[src/hw/imt_decode_cfg.svh]
// Constants for the instruction mode and timing decoder.
// Function
// (RULE_01) One opcode for both indirect, both indexed forms
// (RULE_02) Second byte bit zero selects the mode
// (RULE_03) Word register address from upper seven bits
// (RULE_04) Short call/jump: eleven-bit signed offset
// (RULE_05) Byte decrement, bit branches: 5 or 9
// (RULE_06) Word decrement branch: 6 or 10
// (RULE_07) Flag conditional branches: 4 or 8
// (RULE_08) Register operands use shorter counts
// (RULE_09) Memory operands use longer counts
// (RULE_10) Prefix byte marks signed multiply/divide
// (RULE_11) Hold issue until state count elapses
`ifndef IMT_DECODE_CFG_SVH
`define IMT_DECODE_CFG_SVH
`define IMT_OP_PREFIX 8'hfe
`define IMT_OP_BDJNZ 8'he0
`define IMT_OP_WDJNZ 8'he1
`define IMT_OP_BITBR_HI 4'h3
`define IMT_OP_FLAGBR_HI 4'hd
`define IMT_OP_SHORT_RELATIVE_JUMP_HI 5'h04
`define IMT_OP_SHORT_RELATIVE_CALL_HI 5'h05
`define IMT_MODE_BIT 0
`define IMT_T_BYTE_NT 5'd5
`define IMT_T_BYTE_TK 5'd9
`define IMT_T_WORD_NT 5'd6
`define IMT_T_WORD_TK 5'd10
`define IMT_T_FLAG_NT 5'd4
`define IMT_T_FLAG_TK 5'd8
`define IMT_T_IND_REG 5'd6
`define IMT_T_IND_MEM 5'd8
`define IMT_T_AUTO_EXTRA 5'd1
`define IMT_T_THREE_OP_EXTRA 5'd1
`define IMT_T_THREE_OP_MEM_EXTRA 5'd2
`define IMT_T_DEFAULT 5'd4
`endif

[src/hw/imt_decode_pkg.sv]
// Types for the instruction mode and timing decoder.
package imt_decode_pkg;
	typedef enum logic [2:0] {
		IMT_MODE_OTHER,
		IMT_MODE_IND_NORMAL,
		IMT_MODE_IND_AUTOINC,
		IMT_MODE_IDX_SHORT,
		IMT_MODE_IDX_LONG
	} imt_mode_t;
	typedef enum logic [2:0] {
		IMT_CLS_OTHER,
		IMT_CLS_BYTE_DEC,
		IMT_CLS_WORD_DEC,
		IMT_CLS_BIT_BR,
		IMT_CLS_FLAG_BR,
		IMT_CLS_SHORT_REL,
		IMT_CLS_ALU
	} imt_class_t;
	typedef enum logic [1:0] {
		IMT_ST_IDLE,
		IMT_ST_PREFIX,
		IMT_ST_RUN
	} imt_state_t;
endpackage : imt_decode_pkg

[src/hw/imt_state_timer.sv]
// Down counter that holds issue for a loaded number of state times.
`timescale 1ns/1ps
`include "imt_decode_cfg.svh"
module imt_state_timer #(
	parameter int CW = 5
) (
	input wire logic mclk,
	input wire logic rst,
	input wire logic load,
	input wire logic [CW-1:0] count,
	output logic busy
);
	logic [CW-1:0] cnt_q;
	logic [CW-1:0] cnt_d;
	logic busy_q;
	logic busy_d;

	always_comb begin
		cnt_d = cnt_q;
		busy_d = busy_q;
		// (RULE_11) load and count
		if (load) begin
			cnt_d = count - CW'(1);
			busy_d = (count > CW'(1));
		end else if (busy_q) begin
			cnt_d = cnt_q - CW'(1);
			busy_d = (cnt_q > CW'(1));
		end
	end

	always_ff @(posedge mclk) begin
		if (rst) begin
			cnt_q <= '0;
			busy_q <= 1'b0;
		end else begin
			cnt_q <= cnt_d;
			busy_q <= busy_d;
		end
	end

	assign busy = busy_q;
endmodule : imt_state_timer

[src/hw/imt_decode.sv]
// Addressing mode, relative offset and state-time decoder.
`timescale 1ns/1ps
`include "imt_decode_cfg.svh"
module imt_decode
	import imt_decode_pkg::*;
#(
	parameter int CW = 5
) (
	input wire logic mclk,
	input wire logic rst,
	input wire logic insnValid,
	input wire logic [7:0] opByte,
	input wire logic [7:0] secondByte,
	input wire logic branchTaken,
	input wire logic operandInMem,
	output logic insnReady,
	output logic issueValid,
	output logic signedOp,
	output imt_mode_t addrMode,
	output logic [7:0] wordRegAddr,
	output logic [10:0] relOffset,
	output logic [CW-1:0] stateTimes,
	output logic busy
);
	// ------------------------------------------------------------
	// Decode helpers
	// ------------------------------------------------------------
	function automatic imt_class_t classify(input logic [7:0] op);
		imt_class_t c;
		c = IMT_CLS_OTHER;
		if (op == `IMT_OP_BDJNZ) begin
			c = IMT_CLS_BYTE_DEC;
		end else if (op == `IMT_OP_WDJNZ) begin
			c = IMT_CLS_WORD_DEC;
		end else if (op[7:4] == `IMT_OP_BITBR_HI) begin
			c = IMT_CLS_BIT_BR;
		end else if (op[7:4] == `IMT_OP_FLAGBR_HI) begin
			c = IMT_CLS_FLAG_BR;
		end else if (op[7:3] == `IMT_OP_SHORT_RELATIVE_JUMP_HI ||
			op[7:3] == `IMT_OP_SHORT_RELATIVE_CALL_HI) begin
			c = IMT_CLS_SHORT_REL;
		end else if (op[7:6] == 2'b01 || op[7:6] == 2'b10) begin
			c = IMT_CLS_ALU;
		end
		return c;
	endfunction : classify

	// Low two opcode bits 10 and 11 pick indirect and indexed; other values give IMT_MODE_OTHER.
	function automatic imt_mode_t pick_mode(input logic [7:0] op,
		input logic b0);
		imt_mode_t m;
		m = IMT_MODE_OTHER;
		// (RULE_01) shared opcode forms
		if (op[1:0] == 2'b10) begin
			// (RULE_02) bit zero selects
			m = b0 ? IMT_MODE_IND_AUTOINC : IMT_MODE_IND_NORMAL;
		end else if (op[1:0] == 2'b11) begin
			m = b0 ? IMT_MODE_IDX_LONG : IMT_MODE_IDX_SHORT;
		end
		return m;
	endfunction : pick_mode

	// ------------------------------------------------------------
	// State
	// ------------------------------------------------------------
	imt_state_t state_q;
	imt_state_t state_d;
	logic signed_q;
	logic signed_d;
	logic issue_q;
	logic issue_d;
	logic signedOut_q;
	logic signedOut_d;
	imt_mode_t mode_q;
	imt_mode_t mode_d;
	logic [7:0] wreg_q;
	logic [7:0] wreg_d;
	logic [10:0] rel_q;
	logic [10:0] rel_d;
	logic [CW-1:0] st_q;
	logic [CW-1:0] st_d;
	logic ready_q;
	logic ready_d;
	logic busy_q;
	logic busy_d;
	logic timerLoad;
	logic timerBusy;
	imt_class_t cls;
	imt_mode_t modeNow;
	logic [CW-1:0] timeNow;

	always_comb begin
		cls = classify(opByte);
		modeNow = IMT_MODE_OTHER;
		// Branches carry a displacement, not a register byte, so no mode.
		if (cls == IMT_CLS_ALU) begin
			modeNow = pick_mode(opByte, secondByte[`IMT_MODE_BIT]);
		end
		timeNow = `IMT_T_DEFAULT;
		case (cls)
			IMT_CLS_BYTE_DEC, IMT_CLS_BIT_BR: begin
				// (RULE_05) five or nine
				timeNow = branchTaken ? `IMT_T_BYTE_TK : `IMT_T_BYTE_NT;
			end
			IMT_CLS_WORD_DEC: begin
				// (RULE_06) six or ten
				timeNow = branchTaken ? `IMT_T_WORD_TK : `IMT_T_WORD_NT;
			end
			IMT_CLS_FLAG_BR: begin
				// (RULE_07) four or eight
				timeNow = branchTaken ? `IMT_T_FLAG_TK : `IMT_T_FLAG_NT;
			end
			IMT_CLS_ALU: begin
				if (modeNow != IMT_MODE_OTHER) begin
					// (RULE_08) register column
					timeNow = `IMT_T_IND_REG;
					// (RULE_09) memory column
					if (operandInMem) begin
						timeNow = `IMT_T_IND_MEM;
					end
					if (modeNow == IMT_MODE_IND_AUTOINC ||
						modeNow == IMT_MODE_IDX_LONG) begin
						timeNow = timeNow + `IMT_T_AUTO_EXTRA;
					end
					// Three-operand forms sit at opcodes 4x/5x.
					if (opByte[7:5] == 3'b010) begin
						timeNow = timeNow + (operandInMem ?
							`IMT_T_THREE_OP_MEM_EXTRA :
							`IMT_T_THREE_OP_EXTRA);
					end
				end
			end
			default: begin
				timeNow = `IMT_T_DEFAULT;
			end
		endcase
	end

	// ------------------------------------------------------------
	// Issue control
	// ------------------------------------------------------------
	always_comb begin
		state_d = state_q;
		signed_d = signed_q;
		issue_d = 1'b0;
		signedOut_d = signedOut_q;
		mode_d = mode_q;
		wreg_d = wreg_q;
		rel_d = rel_q;
		st_d = st_q;
		timerLoad = 1'b0;
		ready_d = 1'b0;
		case (state_q)
			IMT_ST_IDLE, IMT_ST_PREFIX: begin
				// (RULE_11) hold while counting
				ready_d = !timerBusy && !busy_q;
				if (insnValid && ready_q) begin
					// (RULE_10) signed prefix byte
					if (opByte == `IMT_OP_PREFIX &&
						state_q == IMT_ST_IDLE) begin
						state_d = IMT_ST_PREFIX;
						signed_d = 1'b1;
						ready_d = 1'b1;
					end else begin
						timerLoad = 1'b1;
						issue_d = 1'b1;
						signedOut_d = signed_q;
						signed_d = 1'b0;
						mode_d = modeNow;
						// (RULE_03) even word address
						wreg_d = {secondByte[7:1], 1'b0};
						// (RULE_04) eleven-bit offset
						rel_d = {opByte[2:0], secondByte};
						st_d = timeNow;
						state_d = IMT_ST_RUN;
						ready_d = 1'b0;
					end
				end
			end
			IMT_ST_RUN: begin
				if (!timerBusy) begin
					state_d = IMT_ST_IDLE;
					ready_d = 1'b1;
				end
			end
			default: begin
				state_d = IMT_ST_IDLE;
			end
		endcase
		busy_d = timerBusy || timerLoad;
	end

	always_ff @(posedge mclk) begin
		if (rst) begin
			state_q <= IMT_ST_IDLE;
			signed_q <= 1'b0;
			issue_q <= 1'b0;
			signedOut_q <= 1'b0;
			mode_q <= IMT_MODE_OTHER;
			wreg_q <= 8'h00;
			rel_q <= 11'h000;
			st_q <= '0;
			ready_q <= 1'b0;
			busy_q <= 1'b0;
		end else begin
			state_q <= state_d;
			signed_q <= signed_d;
			issue_q <= issue_d;
			signedOut_q <= signedOut_d;
			mode_q <= mode_d;
			wreg_q <= wreg_d;
			rel_q <= rel_d;
			st_q <= st_d;
			ready_q <= ready_d;
			busy_q <= busy_d;
		end
	end

	// ------------------------------------------------------------
	// State-time counter
	// ------------------------------------------------------------
	imt_state_timer #(
		.CW(CW)
	) u_timer (
		.mclk(mclk),
		.rst(rst),
		.load(timerLoad),
		.count(timeNow),
		.busy(timerBusy)
	);

	assign insnReady = ready_q;
	assign issueValid = issue_q;
	assign signedOp = signedOut_q;
	assign addrMode = mode_q;
	assign wordRegAddr = wreg_q;
	assign relOffset = rel_q;
	assign stateTimes = st_q;
	assign busy = busy_q;
endmodule : imt_decode

[config.mk]
export PLATFORM = sky130hd
export DESIGN_NAME = imt_decode
export DESIGN_NICKNAME = d
export VERILOG_FILES = /design/src/hw/imt_decode_pkg.sv /design/src/hw/imt_state_timer.sv /design/src/hw/imt_decode.sv
export VERILOG_INCLUDE_DIRS = /design/src /design/src/hw
export SDC_FILE = /design/constraint.sdc
export NUM_CORES = 1
export LEC_CHECK = 0
export BUFFER_PORTS_ARGS = -buffer_cell sky130_fd_sc_hd__buf_4
export CAP_MARGIN = 25
export CELL_PAD_IN_SITES_DETAIL_PLACEMENT = 1
export CELL_PAD_IN_SITES_GLOBAL_PLACEMENT = 2
export CORE_ASPECT_RATIO = 1.5
export CORE_MARGIN = 4
export CORE_UTILIZATION = 25
export DETAILED_ROUTE_END_ITERATION = 16
export GPL_ROUTABILITY_DRIVEN = 0
export PLACE_DENSITY_LB_ADDON = 0.1
export SETUP_SLACK_MARGIN = 0.05
export SYNTH_ARGS = -nofsm -noshare
export SYNTH_HDL_FRONTEND = slang
export SYNTH_SLANG_ARGS = --single-unit
[constraint.sdc]
create_clock -name mclk -period 3.87 [get_ports mclk]
set_input_delay 0.5805 -clock mclk [delete_from_list [all_inputs] [get_ports mclk]]
set_output_delay 0.5805 -clock mclk [all_outputs]
set_load 0.05 [all_outputs]
### Word level (Yosys, flattened, before mapping)

Cells that the tools add are included.

| cells by class | value |
|---|---|
| add/subtract/negate cells | 4 |
| reductions and logical operators | 17 |
| eq/ne operators | 23 |
| muxes and demuxes | 39 |
| bitwise logic cells | 1 |
| $lt $le $gt $ge | 2 |

Operators by type and width:

| operator | count |
|---|---|
| $mux 5 | 9 |
| $mux 3 | 10 |
| $eq 8x8->1 const B | 3 |
| $pmux 5 s4 | 1 |
| $mux 4 | 4 |
| $eq 3x2->1 const B | 4 |
| $eq 5x3->1 const B | 2 |
| $gt 5x1->1 const B | 2 |
| $mux 2 | 5 |
| $sub 5x1->5 const B | 2 |
| $eq 3x3->1 const B | 3 |
| $eq 2x2->1 const B | 4 |
| $mux 1 | 8 |
| $add 5x1->5 const B | 1 |
| $add 5x2->5 | 1 |
| $eq 2x1->1 const B | 2 |
| $eq 4x2->1 const B | 1 |
| $eq 4x4->1 const B | 1 |
| $logic_or 1x1->1 | 4 |
| $ne 2x2->1 const B | 2 |
| $pmux 2 s2 | 1 |
| $reduce_and 2->1 | 2 |
| $reduce_or 2->1 | 2 |
| $eq 3x1->1 const B | 1 |
| other kinds (8) | 11 |

| storage, ports and cells | value |
|---|---|
| input port bits | 21 |
| bits in registers | 39 |
| output and inout port bits | 31 |

### Logic depth before layout (Yosys ltp)

Gate-level depths: netlist of run 1.

| depth | value |
|---|---|
| depth after elaboration | 23 |
| depth in mapped cells | 14 |

### Modules after synthesis

Synthesis of run 1 repeated with hierarchy kept, for this count alone.

| unflattened totals | value |
|---|---|
| cells, all modules | 161 |
| area total of the unflattened synthesis | 1610.3 µm² |

Modules (own cells, without submodules):

| module | times used | seq. area each (µm²) | cells each | area an instance (µm²) |
|---|---|---|---|---|
| imt_decode | 1 | 500.5 | 109 | 1152.4 |
| imt_state_timer | 1 | 120.1 | 52 | 457.9 |

### Least setup slack after synthesis of run 1

No wires, ideal clock.

| path | value |
|---|---|
| path kind | input to register |
| from | in opByte[6] |
| to | reg u_timer.cnt_q[2] |
| setup time | 62 ps |
| data arrival time | 3356 ps |
| cell stages on the path | 13 |
| path slack | 452 ps |
| cells stage by stage | ha_1 > or4b_4 > o211ai_2 > nor2_1 > and2_1 > ha_1 > mux2i_1 > nor3_1 > nor2_1 > ha_1 > or3_1 > or3_1 > nand3_1 |

| on the way | value |
|---|---|
| longest elaborated chain between the ends | 21 |
| elaborated cells on any way between the ends | 43 |
| classes of those cells | add/sub: 2; eq/ne: 17; mux: 17; reduce/logical: 7 |

Ends and longest elaborated chain:

| element | RTL line | RTL |
|---|---|---|
| start, declared | imt_decode.sv:12 | `input wire logic [7:0] opByte,` |
| $eq 2x1->1 or $eq 2x2->1 (tied branches) | imt_decode.sv:42 | `end else if (op[7:6] == 2'b01 \|\| op[7:6] == 2'b10) begin` |
| $logic_or 1x1->1 | imt_decode.sv:42 |  |
| $mux 3 | imt_decode.sv:42 |  |
| $mux 3 | imt_decode.sv:39 | `` end else if (op[7:3] == `IMT_OP_SHORT_RELATIVE_JUMP_HI \|\| `` |
| $mux 3 | imt_decode.sv:37 | `` end else if (op[7:4] == `IMT_OP_FLAGBR_HI) begin `` |
| $mux 3 | imt_decode.sv:35 | `` end else if (op[7:4] == `IMT_OP_BITBR_HI) begin `` |
| $mux 3 | imt_decode.sv:33 | `` end else if (op == `IMT_OP_WDJNZ) begin `` |
| $mux 3 | imt_decode.sv:31 | `` if (op == `IMT_OP_BDJNZ) begin `` |
| (+5 left out) | - |  |
| $mux 5 | imt_decode.sv:114 | `if (modeNow != IMT_MODE_OTHER) begin` |
| $mux 5 | imt_decode.sv:100 | `case (cls)` |
| $add 5x2->5 | imt_decode.sv:127 | `timeNow = timeNow + (operandInMem ?` |
| $mux 5 | imt_decode.sv:126 | `if (opByte[7:5] == 3'b010) begin` |
| $mux 5 | imt_decode.sv:114 |  |
| $pmux 5 s4 | imt_decode.sv:100 |  |
| $sub 5x1->5 | imt_state_timer.sv:23 | `cnt_d = count - CW'(1);` |
| $mux 5 | imt_state_timer.sv:22 | `if (load) begin` |
| end signal, assigned | imt_state_timer.sv:36 | `cnt_q <= cnt_d;` |
| end, declared | imt_state_timer.sv:13 | `logic [CW-1:0] cnt_q;` |

Parallel ways exist; a longest one is shown, timed or not. The select of a mux whose other input is x is not followed.
A chain may end at the register's enable or synchronous reset.

### Final worst setup path of run 1

| path | value |
|---|---|
| from | in opByte[7] |
| to | reg u_timer.cnt_q[2] |

Same word-level chain as after synthesis.

==> results of run 1 <==
==> worst max path at each step <==
stage | slack, ps | endpoint | depth (start not counted)
after floorplan | 450 | u_timer.cnt_q[2] | 13
after global placement | 380 | u_timer.cnt_q[2] | 14
after detailed placement | 310 | u_timer.cnt_q[2] | 14
after CTS | 590 | u_timer.cnt_q[2] | 14
after global routing | 440 | u_timer.cnt_q[2] | 14
final | 600 | u_timer.cnt_q[2] | 14
==> cells by family (layout without fill, tap and decap cells) <==
group                    Yosys count  after routing
multiplexers                       2              2
other                              1              2
adder cells (fa/ha/maj)            7              7
AND/OR/NAND/NOR                   81             81
AO/OA/AOI/OAI                     46             46
flip-flops                        31             31
buffers and inverters             28             71
XOR/XNOR                           4              4
==> registers in the layout (all words and copies together) (netlist names) <==
| signal | cells |
|---|---|
| relOffset | 11 |
| u_timer.cnt_q | 5 |
| stateTimes | 4 |
| addrMode | 3 |
| state_q | 2 |
| busy | 1 |
| insnReady | 1 |
| issueValid | 1 |
| signedOp | 1 |
| signed_q | 1 |
| u_timer.busy | 1 |
==> where the power goes <==
group          internal [W]  switching (W)
sequential         0.000344      0.0000207
clock              0.000123       0.000125
combinational     0.0000924       0.000164
total              0.000559       0.000310
==> synthesized netlist by cell type, types with 3 or more instances <==
cell type,count,share of area (%)
dfxtp_1,31,38
nand2_1,30,6.9
a21oi_1,24,7.3
nor2_1,19,4.4
buf_4,9,4.1
inv_1,8,1.8
ha_1,7,5.4
nor3_1,7,2.1
clkbuf_1,6,1.4
a211oi_1,3,1.4
buf_1,3,0.69
nand3_1,3,0.92
nor4_1,3,1.1
xor2_1,3,1.6
==> metrics by stage <==
| stage | util (%) | power, W | cells |
|---|---|---|---|
| global route | 33.83 | 0.0009342 | 318 |
| global placement | 32.49 | 0.0006316 | 310 |
| CTS | 33.83 | 0.0008905 | 318 |
| detailed placement | 32.49 | 0.0006337 | 310 |
| finish | 33.83 | 0.0008685 | 318 |
| floorplan | - | 0.0005525 | 201 |
==> layout by cell type (no fill, tap or decap), drive strengths merged, types with 2 or more instances in the layout <==
cell / instances
o21a: 3
nor2: 19
buf: 54
nand3b: 2
or2: 2
nand2: 30
clkinv: 3
a2111oi: 2
nor3b: 2
or3: 2
nor4: 3
o211ai: 3
inv: 9
nand3: 3
o31ai: 2
nand2b: 2
a21oi: 24
clkbuf: 5
o21ai: 2
xor2: 3
nor3: 7
dfxtp: 31
a211oi: 4
ha: 7
conb: 2
nand4b: 2
and2: 2
==> worst max-delay path, cell delays in order <==
cell and delay (ps):
buf_4 110, ha_1 200, or4b_4 490, o211ai_2 170, nor2_1 70, and2_1 200, ha_1 280, mux2i_1 70
nor3_1 210, nor2_1 130, ha_1 220, or3_1 360, or3_1 310, nand3_1 80
==> area by class of cell <==
type                       instances  area (um2)
multi-input combinational        142       882.1
timing repair buffer              54       405.4
clock buffer                       5       68.82
fill                             769        4144
sequential                        31       620.6
clock inverter                     3       15.01
inverter                           9       33.78
tap                               74       92.59
==> per-layer routing <==
| metal | vias up | global-route usage [%] | part of all wire [%] |
|---|---|---|---|
| li1 | 776 | - | - |
| met1 | 707 | 14.29 | 42 |
| met2 | 42 | 20.43 | 51 |
| met3 | 6 | 2.908 | 5.5 |
| met4 | 0 | 5.052 | 1.9 |
| met5 | - | 0 | 0 |
==> summary.txt, run 1 <==
STA
  – Maximum clock frequency: 305.7 MHz
  – Count of final max-slew check failures: 0
  – Final period util: 84.54%
  – Final min period: 3272 ps
  – RSZ-0062 raised after global routing: no
  – Final setup viols: 0
  – Clk_skew: 4.558 ps
  – Fin Setup TNS: 0 ps
  – Relative slew slack: 56.89%
  – Worst-margin pin slew: 640.7 ps
  – Final hold slack: 455.2 ps
  – Final hold violation count: 0
  – Final WS setup: 598.5 ps

Synthesis
  – Synth Area in Compound Gates: 19.97%
  – Mapped Cells: 200
  – Sequential area share after synthesis: 37.95%
  – Asr flop ratio synth: 0%
  – EDFF count, synth: 0
  – Largest family of logic cells by synthesized area: simple AND/OR/NAND/NOR gates
  – Simple-Gate Fraction of Synth Area: 24.48%
  – Synth Area in XOR/XNOR: 2.142%
  – Adder-Cell Fraction of Synth Area: 5.356%
  – Yosys cell types: 48
  – Mux share of post-synthesis cell area: 1.301%
  – Syn Std Cell Area: 1635 um2
  – Register bit total from synthesis: 31
  – Synthesis Warnings: 0
  – Average size of a mapped cell: 8.177 um2
  – Most used DFF post-synth: dfxtp_1

Global route
  – Gr ovfl total: 0
  – First-pass GRT wire length: 7.362 mm
  – Number of global-route vias before repair: 1531
  – Pin count of the biggest net entering global routing: 34
  – Gr usage total: 12.12%
  – Initial antenna violation count: 0

Clocking
  – # H-tree levels: 2
  – CTS Hold Bufs: 0
  – CTS tree: yes
  – CTS Root Cell: clkbuf_8
  – Post-CTS sizing: 0
  – CTS Buffer Depth: 2
  – Clk_lat worst skew: 280 ps
  – Clk sinks: 31
  – Reg clk slew, reported paths: 70 ps
  – Buffer count from post-CTS setup fixing: 0
  – CTS Buf Count: 5

Routing
  – Antenna-violating nets left: 0
  – DRC: 0
  – DRT Wirelength: 4.444 mm
  – DR pass1 iterations: 4
  – DRT iter0 DRCs: 35
  – Routed vias: 1531
  – Vias per cell: 4.814
  – Routed length per placed instance: 13.97 um

Setup path
  – Worst R2R Path Depth: 5
  – FF-to-FF setup slack: 1850 ps
  – CP Data Arrival Time: 3500 ps
  – Setup CP Type: primary input to flip-flop
  – FF-to-FF Start: state_q[1]
  – R2R Path End: u_timer.cnt_q[3]
  – Crit-path max FO: 6
  – Critical path startpoint category: primary input
  – Critical path launch point: opByte[7]
  – Crit end category: flip-flop
  – Worst Path Required: 4090 ps

Floorplan
  – Core Area: 6262 um2
  – I/O pin cnt: 52
  – Initial Util: 26.11%
  – Die ar.: 7926 um2
  – Die Height: 107.1 um
  – Core Rows: 35
  – Chip width: 74.04 um

Worst hold path
  – Hold Path Class: flip-flop to flip-flop
  – WHS Endpoint: addrMode[1]
  – HP Start: addrMode[1]
  – Hold path depth: 2

Finish
  – Final #Nets: 271
  – Diode count: 0
  – Area delta synth->final: 29.53%
  – Share of layout cells above drive strength 1: 30.74%
  – Final Cell Area: 2118 um2

Place
  – Final HPWL DP: 3.423 mm
  – Input/output buffers: 49
  – Dpl ws: 305.1 ps
  – DP Area: 2034 um2

Pwr
  – Pwr per Cell Area: 410.0 nW/um2
  – Pleak: 0.8948 nW
  – Maximum resistive drop on vdd: 123.0 uV

Status
  – Outcome: finished clean

Flow run
  – Max-Cap Viols: 0
(Power assumes the default switching activity.)
==> run 2: changes to the inputs <==
ABC_AREA = 1   (was not set)
clock period = 2.65 ns   (was 3.87 ns; I/O delays follow)
==> summary.txt, run 2 <==
Place
  – Input/output buffers: 49 (unchanged)
  – Final HPWL DP: 3.867 mm (was 3.423 mm)

STA
  – Fin Setup TNS: 0 ps (unchanged)
  – Worst-margin pin slew: 664.2 ps (was 640.7 ps)
  – RSZ-0062 raised after global routing: no (unchanged)
  – Clk_skew: 4.939 ps (was 4.558 ps)
  – Final hold slack: 302.8 ps (was 455.2 ps)
  – Final setup viols: 0 (unchanged)
  – Count of final max-slew check failures: 0 (unchanged)
  – Final min period: 2277 ps
  – Relative slew slack: 55.67% (was 56.89%)
  – Final period util: 85.92%
  – Maximum clock frequency: 439.2 MHz
  – Final hold violation count: 0 (unchanged)

Finish
  – Area delta synth->final: 32.12% (was 29.53%)
  – Most frequent cells in the layout: buf_4 (57), nand2_1 (40), dfxtp_1 (31) (was buf_4 (54), dfxtp_1 (31), nand2_1 (30))
  – Most common cell after layout, fill and taps aside: buf_4 (unchanged)
  – Diode count: 0 (unchanged)
  – Share of layout cells above drive strength 1: 32.17% (was 30.74%)
  – Max reg flops: 11 (unchanged)
  – Final #Nets: 313 (was 271)

Floorplan
  – Core Rows: 36 (was 35)
  – Core Area: 6576 um2 (was 6262 um2)
  – Die ar.: 8305 um2 (was 7926 um2)
  – I/O pin cnt: 52 (unchanged)
  – Die Height: 109.6 um (was 107.1 um)
  – Chip width: 75.76 um (was 74.04 um)
  – Initial Util: 26.18% (was 26.11%)

Routing
  – Vias per cell: 4.657 (was 4.814)
  – DRT Wirelength: 4.767 mm (was 4.444 mm)
  – DR pass1 iterations: 3 (was 4)
  – Routed vias: 1686 (was 1531)
  – Routed length per placed instance: 13.17 um (was 13.97 um)
  – DRT iter0 DRCs: 52 (was 35)
  – Antenna-violating nets left: 0 (unchanged)
  – DRC: 0 (unchanged)

Setup path
  – Slowest cell on crit path: ha_1 (was or4b_4)
  – CP max stage delay: 270 ps (was 490 ps)
  – Worst path bufs/invs: 5 (was 1)
  – Worst Path Required: 2860 ps (was 4090 ps)
  – CP Data Arrival Time: 2490 ps (was 3500 ps)
  – Setup CP Type: primary input to flip-flop (unchanged)
  – Crit end category: flip-flop (unchanged)
  – Critical path startpoint category: primary input (unchanged)
  – Crit-path cells: buf_4 -> ha_1 -> nand3_2 -> inv_1 -> nand2_4 -> nand3_2 -> nand3_2 -> nor2_2 -> ha_1 -> inv_1 -> o21ai_1 -> inv_1 -> nor2_2 -> nor2_2 -> ha_1 -> inv_1 -> nand4_1 -> nand2_1 -> nand2_1 -> a21oi_1 (was buf_4 -> ha_1 -> or4b_4 -> o211ai_2 -> nor2_1 -> and2_1 -> ha_1 -> mux2i_1 -> nor3_1 -> nor2_1 -> ha_1 -> or3_1 -> or3_1 -> nand3_1)
  – Crit path max-delay family: simple AND/OR/NAND/NOR gates (unchanged)
  – Worst R2R Path Depth: 5 (unchanged)
  – Crit-path max FO: 4 (was 6)
  – CP Depth: 20 (was 14)
  – Most used cell, CP: inv_1 (was ha_1)

Synthesis
  – Syn Std Cell Area: 1722 um2 (was 1635 um2)
  – Top area cells in the synthesized netlist: dfxtp_1 (36%), nand2_1 (8.7%), inv_1 (6.5%) (was dfxtp_1 (38%), a21oi_1 (7.3%), nand2_1 (6.9%))
  – Most instantiated cells after synthesis: nand2_1 (40), dfxtp_1 (31), inv_1 (30), nand3_1 (20), o21ai_0 (15) (was dfxtp_1 (31), nand2_1 (30), a21oi_1 (24), nor2_1 (19), buf_4 (9))
  – Sequential area share after synthesis: 36.05% (was 37.95%)
  – Yosys cell types: 35 (was 48)
  – Asr flop ratio synth: 0% (unchanged)
  – EDFF count, synth: 0 (unchanged)
  – Post-synth top area share: 36.05% (was 37.95%)
  – Most frequent cell after synthesis: nand2_1 (was dfxtp_1)
  – Average size of a mapped cell: 7.357 um2 (was 8.177 um2)
  – Mapped Cells: 234 (was 200)
  – Most used DFF post-synth: dfxtp_1 (unchanged)
  – Register bit total from synthesis: 31 (unchanged)
  – Synthesis Warnings: 0 (unchanged)
  – Synth area leader: dfxtp_1 (unchanged)

Clocking
  – Reg clk slew, reported paths: 70 ps (about the same)
  – Clk sinks: 31 (unchanged)
  – CTS Root Cell: clkbuf_8 (unchanged)
  – # H-tree levels: 2 (unchanged)
  – CTS tree: yes (unchanged)
  – CTS Buf Count: 5 (unchanged)
  – CTS Buffer Depth: 2 (unchanged)
  – Clk_lat worst skew: 280 ps (about the same)

Worst hold path
  – Hold path depth: 3 (was 2)
  – Hold Path Class: primary input to flip-flop (was flip-flop to flip-flop)

Global route
  – Pin count of the biggest net entering global routing: 22 (was 34)
  – First-pass GRT wire length: 7.803 mm (was 7.362 mm)
  – Number of global-route vias before repair: 1693 (was 1531)
  – Gr ovfl total: 0 (unchanged)
  – Initial antenna violation count: 0 (unchanged)
  – Gr usage total: 12.19% (was 12.12%)

Flow run
  – Max-Cap Viols: 0 (unchanged)

Pwr
  – Maximum resistive drop on vdd: 202.2 uV (was 123.0 uV)
  – Pwr per Cell Area: 616.8 nW/um2 (was 410.0 nW/um2)
  – Pleak: 1.160 nW (was 0.8948 nW)

Status
  – Outcome: finished clean (unchanged)
run 2: kinds of logic after synthesis:
logic type	synth area share, %
xor gates and xnor gates	2.035
and+or+nand+nor	29.14
adders and majority gates	5.087
other	0.2178
DFF	36.05
AOI/OAI and AO/OA	14.17
buffers and inverters	13.30
run 2: area by class of cell:
class,count,area (um2)
clock inverter,2,35.03
sequential,31,620.6
tap,76,95.09
inverter,36,137.6
fill,833,4302
timing repair buffer,57,427.9
multi-input combinational,154,875.8
clock buffer,6,82.58
run 2: tightest hold or removal path, stage by stage:
cell and delay, ps:
buf_4 80, nand2_1 40, nand2_1 40
run 2: worst paths after layout:
check | startpoint | end | slack (ps)
max reg2reg | insnReady | addrMode[1] | 1150
max | opByte[6] | u_timer.cnt_q[2] | 370
min | secondByte[3] | relOffset[3] | 300
min reg2reg | signed_q | signed_q | 460
run 2: report_power, final:
group          switching (W)  internal [W]  leakage [nW]
clock network       0.000177      0.000304        0.0612
registers          0.0000270      0.000504         0.253
logic               0.000256      0.000135         0.845
run 2: through the flow:
step | std cells | total power (W) | worst slack (ps) | util, % | instance area [um2]
floorplan | 235 | 0.0008165 | 226.2 | - | 1725
global placement | 354 | 0.0009365 | 104.6 | 32.80 | 2157
detailed placement | 354 | 0.0009375 | 39.13 | 32.80 | 2157
CTS | 362 | 0.001425 | 322.1 | 34.59 | 2275
global route | 362 | 0.001481 | 74.45 | 34.59 | 2275
finish | 362 | 0.001403 | 373.1 | 34.59 | 2275
run 2: timing repair:
action,CTS,global route
hold endpoints to repair,0,0
hold buffers,0,0
gates resized for setup,0,1
setup endpoints to repair,0,1
setup buffers,0,0
run 2: metal layers:
metal / GRT usage, % / vias up / routed length, um
met3: 1.921 / 5 / 254
met2: 22.37 / 37 / 2613
met1: 13.27 / 798 / 1823
met5: 0 / - / 0
met4: 5.250 / 0 / 76
li1: - / 846 / -
==> run 3: changes to the inputs <==
RECOVER_POWER = 100   (was not set)
==> summary.txt, run 3 (synthesis gave the netlist of run 2 again) <==
Status
  – Outcome: finished clean (unchanged)

Global route
  – Gr usage total: 12.19% (unchanged)
  – Gr ovfl total: 0 (unchanged)
  – Initial antenna violation count: 0 (unchanged)
  – First-pass GRT wire length: 7.803 mm (unchanged)
  – Number of global-route vias before repair: 1693 (unchanged)
  – Pin count of the biggest net entering global routing: 22 (unchanged)

Pwr
  – Pwr per Cell Area: 640.1 nW/um2 (was 616.8 nW/um2)
  – Maximum resistive drop on vdd: 198.0 uV (was 202.2 uV)
  – Internal power: 0.0009161 W (was 0.0009427 W)
  – Switching power: 0.0004557 W (was 0.0004604 W)
  – Seq pwr share: 38.6% (was 37.8%)
  – Clock network power share: 34.9% (was 34.3%)
  – Pleak: 1.031 nW (was 1.160 nW)
  – Comb power frac: 26.4% (was 27.9%)
  – Sw Share: 33.22% (was 32.81%)

STA
  – Relative slew slack: 53.05% (was 55.67%)
  – Final min period: 2284 ps (was 2277 ps)
  – Final WS setup: 365.9 ps (was 373.1 ps)
  – Count of final max-slew check failures: 0 (unchanged)
  – Final setup viols: 0 (unchanged)
  – Fin Setup TNS: 0 ps (unchanged)
  – Worst-margin pin slew: 702.6 ps (was 664.2 ps)
  – Maximum clock frequency: 437.8 MHz (was 439.2 MHz)
  – Final period util: 86.19% (was 85.92%)
  – RSZ-0062 raised after global routing: no (unchanged)
  – Final hold violation count: 0 (unchanged)
  – Clk_skew: 5.288 ps (was 4.939 ps)

Finish
  – Most common cell after layout, fill and taps aside: nand2_1 (was buf_4)
  – Share of layout cells above drive strength 1: 19.58% (was 32.17%)
  – Diode count: 0 (unchanged)
  – Final #Nets: 313 (unchanged)
  – Area delta synth->final: 24.49% (was 32.12%)
  – Most frequent cells in the layout: nand2_1 (41), inv_1 (32), dfxtp_1 (31), clkbuf_1 (31), buf_4 (26) (was buf_4 (57), nand2_1 (40), dfxtp_1 (31))
  – Max reg flops: 11 (unchanged)

Routing
  – Routed vias: 1676 (was 1686)
  – DRT iter0 DRCs: 60 (was 52)
  – Antenna-violating nets left: 0 (unchanged)
  – DRC: 0 (unchanged)
  – DRT Wirelength: 4.802 mm (was 4.767 mm)
  – Vias per cell: 4.630 (was 4.657)
  – Routed length per placed instance: 13.27 um (was 13.17 um)
  – DR pass1 iterations: 4 (was 3)

Setup path
  – Crit-path max FO: 4 (unchanged)
  – FF-to-FF Start: insnReady (unchanged)
  – Crit end category: flip-flop (unchanged)
  – Worst R2R Path Depth: 7 (was 5)
  – Setup CP Type: primary input to flip-flop (unchanged)
  – Worst Path Required: 2860 ps (about the same)
  – Critical path startpoint category: primary input (unchanged)
  – Critical path launch point: opByte[6] (unchanged)
  – CP Data Arrival Time: 2490 ps (about the same)

Flow run
  – Max-Cap Viols: 0 (unchanged)

Clocking
  – CTS Buf Count: 5 (unchanged)
  – Clk sinks: 31 (unchanged)
  – # H-tree levels: 2 (unchanged)
  – CTS Buffer Depth: 2 (unchanged)
  – CTS tree: yes (unchanged)
  – Clk_lat worst skew: 280 ps (about the same)
  – Reg clk slew, reported paths: 70 ps (about the same)
  – CTS Root Cell: clkbuf_8 (unchanged)
  – CTS Hold Bufs: 0 (unchanged)

Floorplan
  – Die Height: 109.6 um (unchanged)
  – Die ar.: 8305 um2 (unchanged)
  – Initial Util: 26.18% (unchanged)
  – Core Area: 6576 um2 (unchanged)
  – Core Rows: 36 (unchanged)
  – I/O pin cnt: 52 (unchanged)
  – Chip width: 75.76 um (unchanged)

Worst hold path
  – HP Start: secondByte[3] (unchanged)
  – Hold path depth: 3 (unchanged)
  – Hold Path Class: primary input to flip-flop (unchanged)

Place
  – Final HPWL DP: 3.867 mm (unchanged)
  – Dpl ws: 39.13 ps (unchanged)
  – Input/output buffers: 49 (unchanged)
[run 3: path summary, 6_finish.rpt]
path / slack, ps / endpoint
setup / recovery: 370 / u_timer.cnt_q[2]
hold / removal: 310 / relOffset[3]
setup reg to reg: 790 / relOffset[7]
hold reg to reg: 450 / signed_q
[run 3: final cells by class]
cell class              count  area [um2]
clock buffers               6       82.58
fillers                   849        4433
well taps                  76       95.09
repair buffers             57       311.5
flip-flops and latches     31       620.6
multi-input cells         154       860.8
clock inverters             2       35.03
inverters                  36       137.6
[run 3: what timing repair did]
item                       in CTS  in global routing
setup endpoints to repair       0                  1
resized for setup               0                  1
buffers inserted                0                  0
[run 3: power by group through the flow]
stage	registers (W)	logic, W	clock network [W]
global placement	0.000540	0.000396	0
CTS	0.000531	0.000399	0.000495
global route	0.000534	0.000403	0.000514
detailed placement	0.000541	0.000396	0
finish	0.000530	0.000363	0.000479
floorplan	0.000609	0.000208	0
[run 3: routing by layer]
metal	share of wire [%]	GRT usage, %
met2	54	22.37
met4	1.5	5.250
met5	0	0
met3	5.4	1.921
met1	39	13.27
[run 3: stage by stage]
step	hold WS, ps	instances	utilization, %	area, um2	power (W)
after CTS	299.6	362	34.59	2275	0.001425
final	305.6	362	32.59	2143	0.001372
after floorplan	429.4	235	-	1725	0.0008165
after detailed placement	456.6	354	32.80	2157	0.0009375
after global placement	455.6	354	32.80	2157	0.0009365
after global routing	296.2	362	32.59	2143	0.001451
[run 3: critical path, cell delays in order]
cell and delay (ps):
buf_4 120, ha_1 230, nand3_2 110, inv_1 70, nand2_4 90, nand3_2 100
nand3_2 100, nor2_2 50, ha_1 270, inv_1 40, o21ai_1 110, inv_1 60
nor2_2 110, nor2_2 40, ha_1 210, inv_1 60, nand4_1 80, nand2_1 80
nand2_1 50, a21oi_1 110
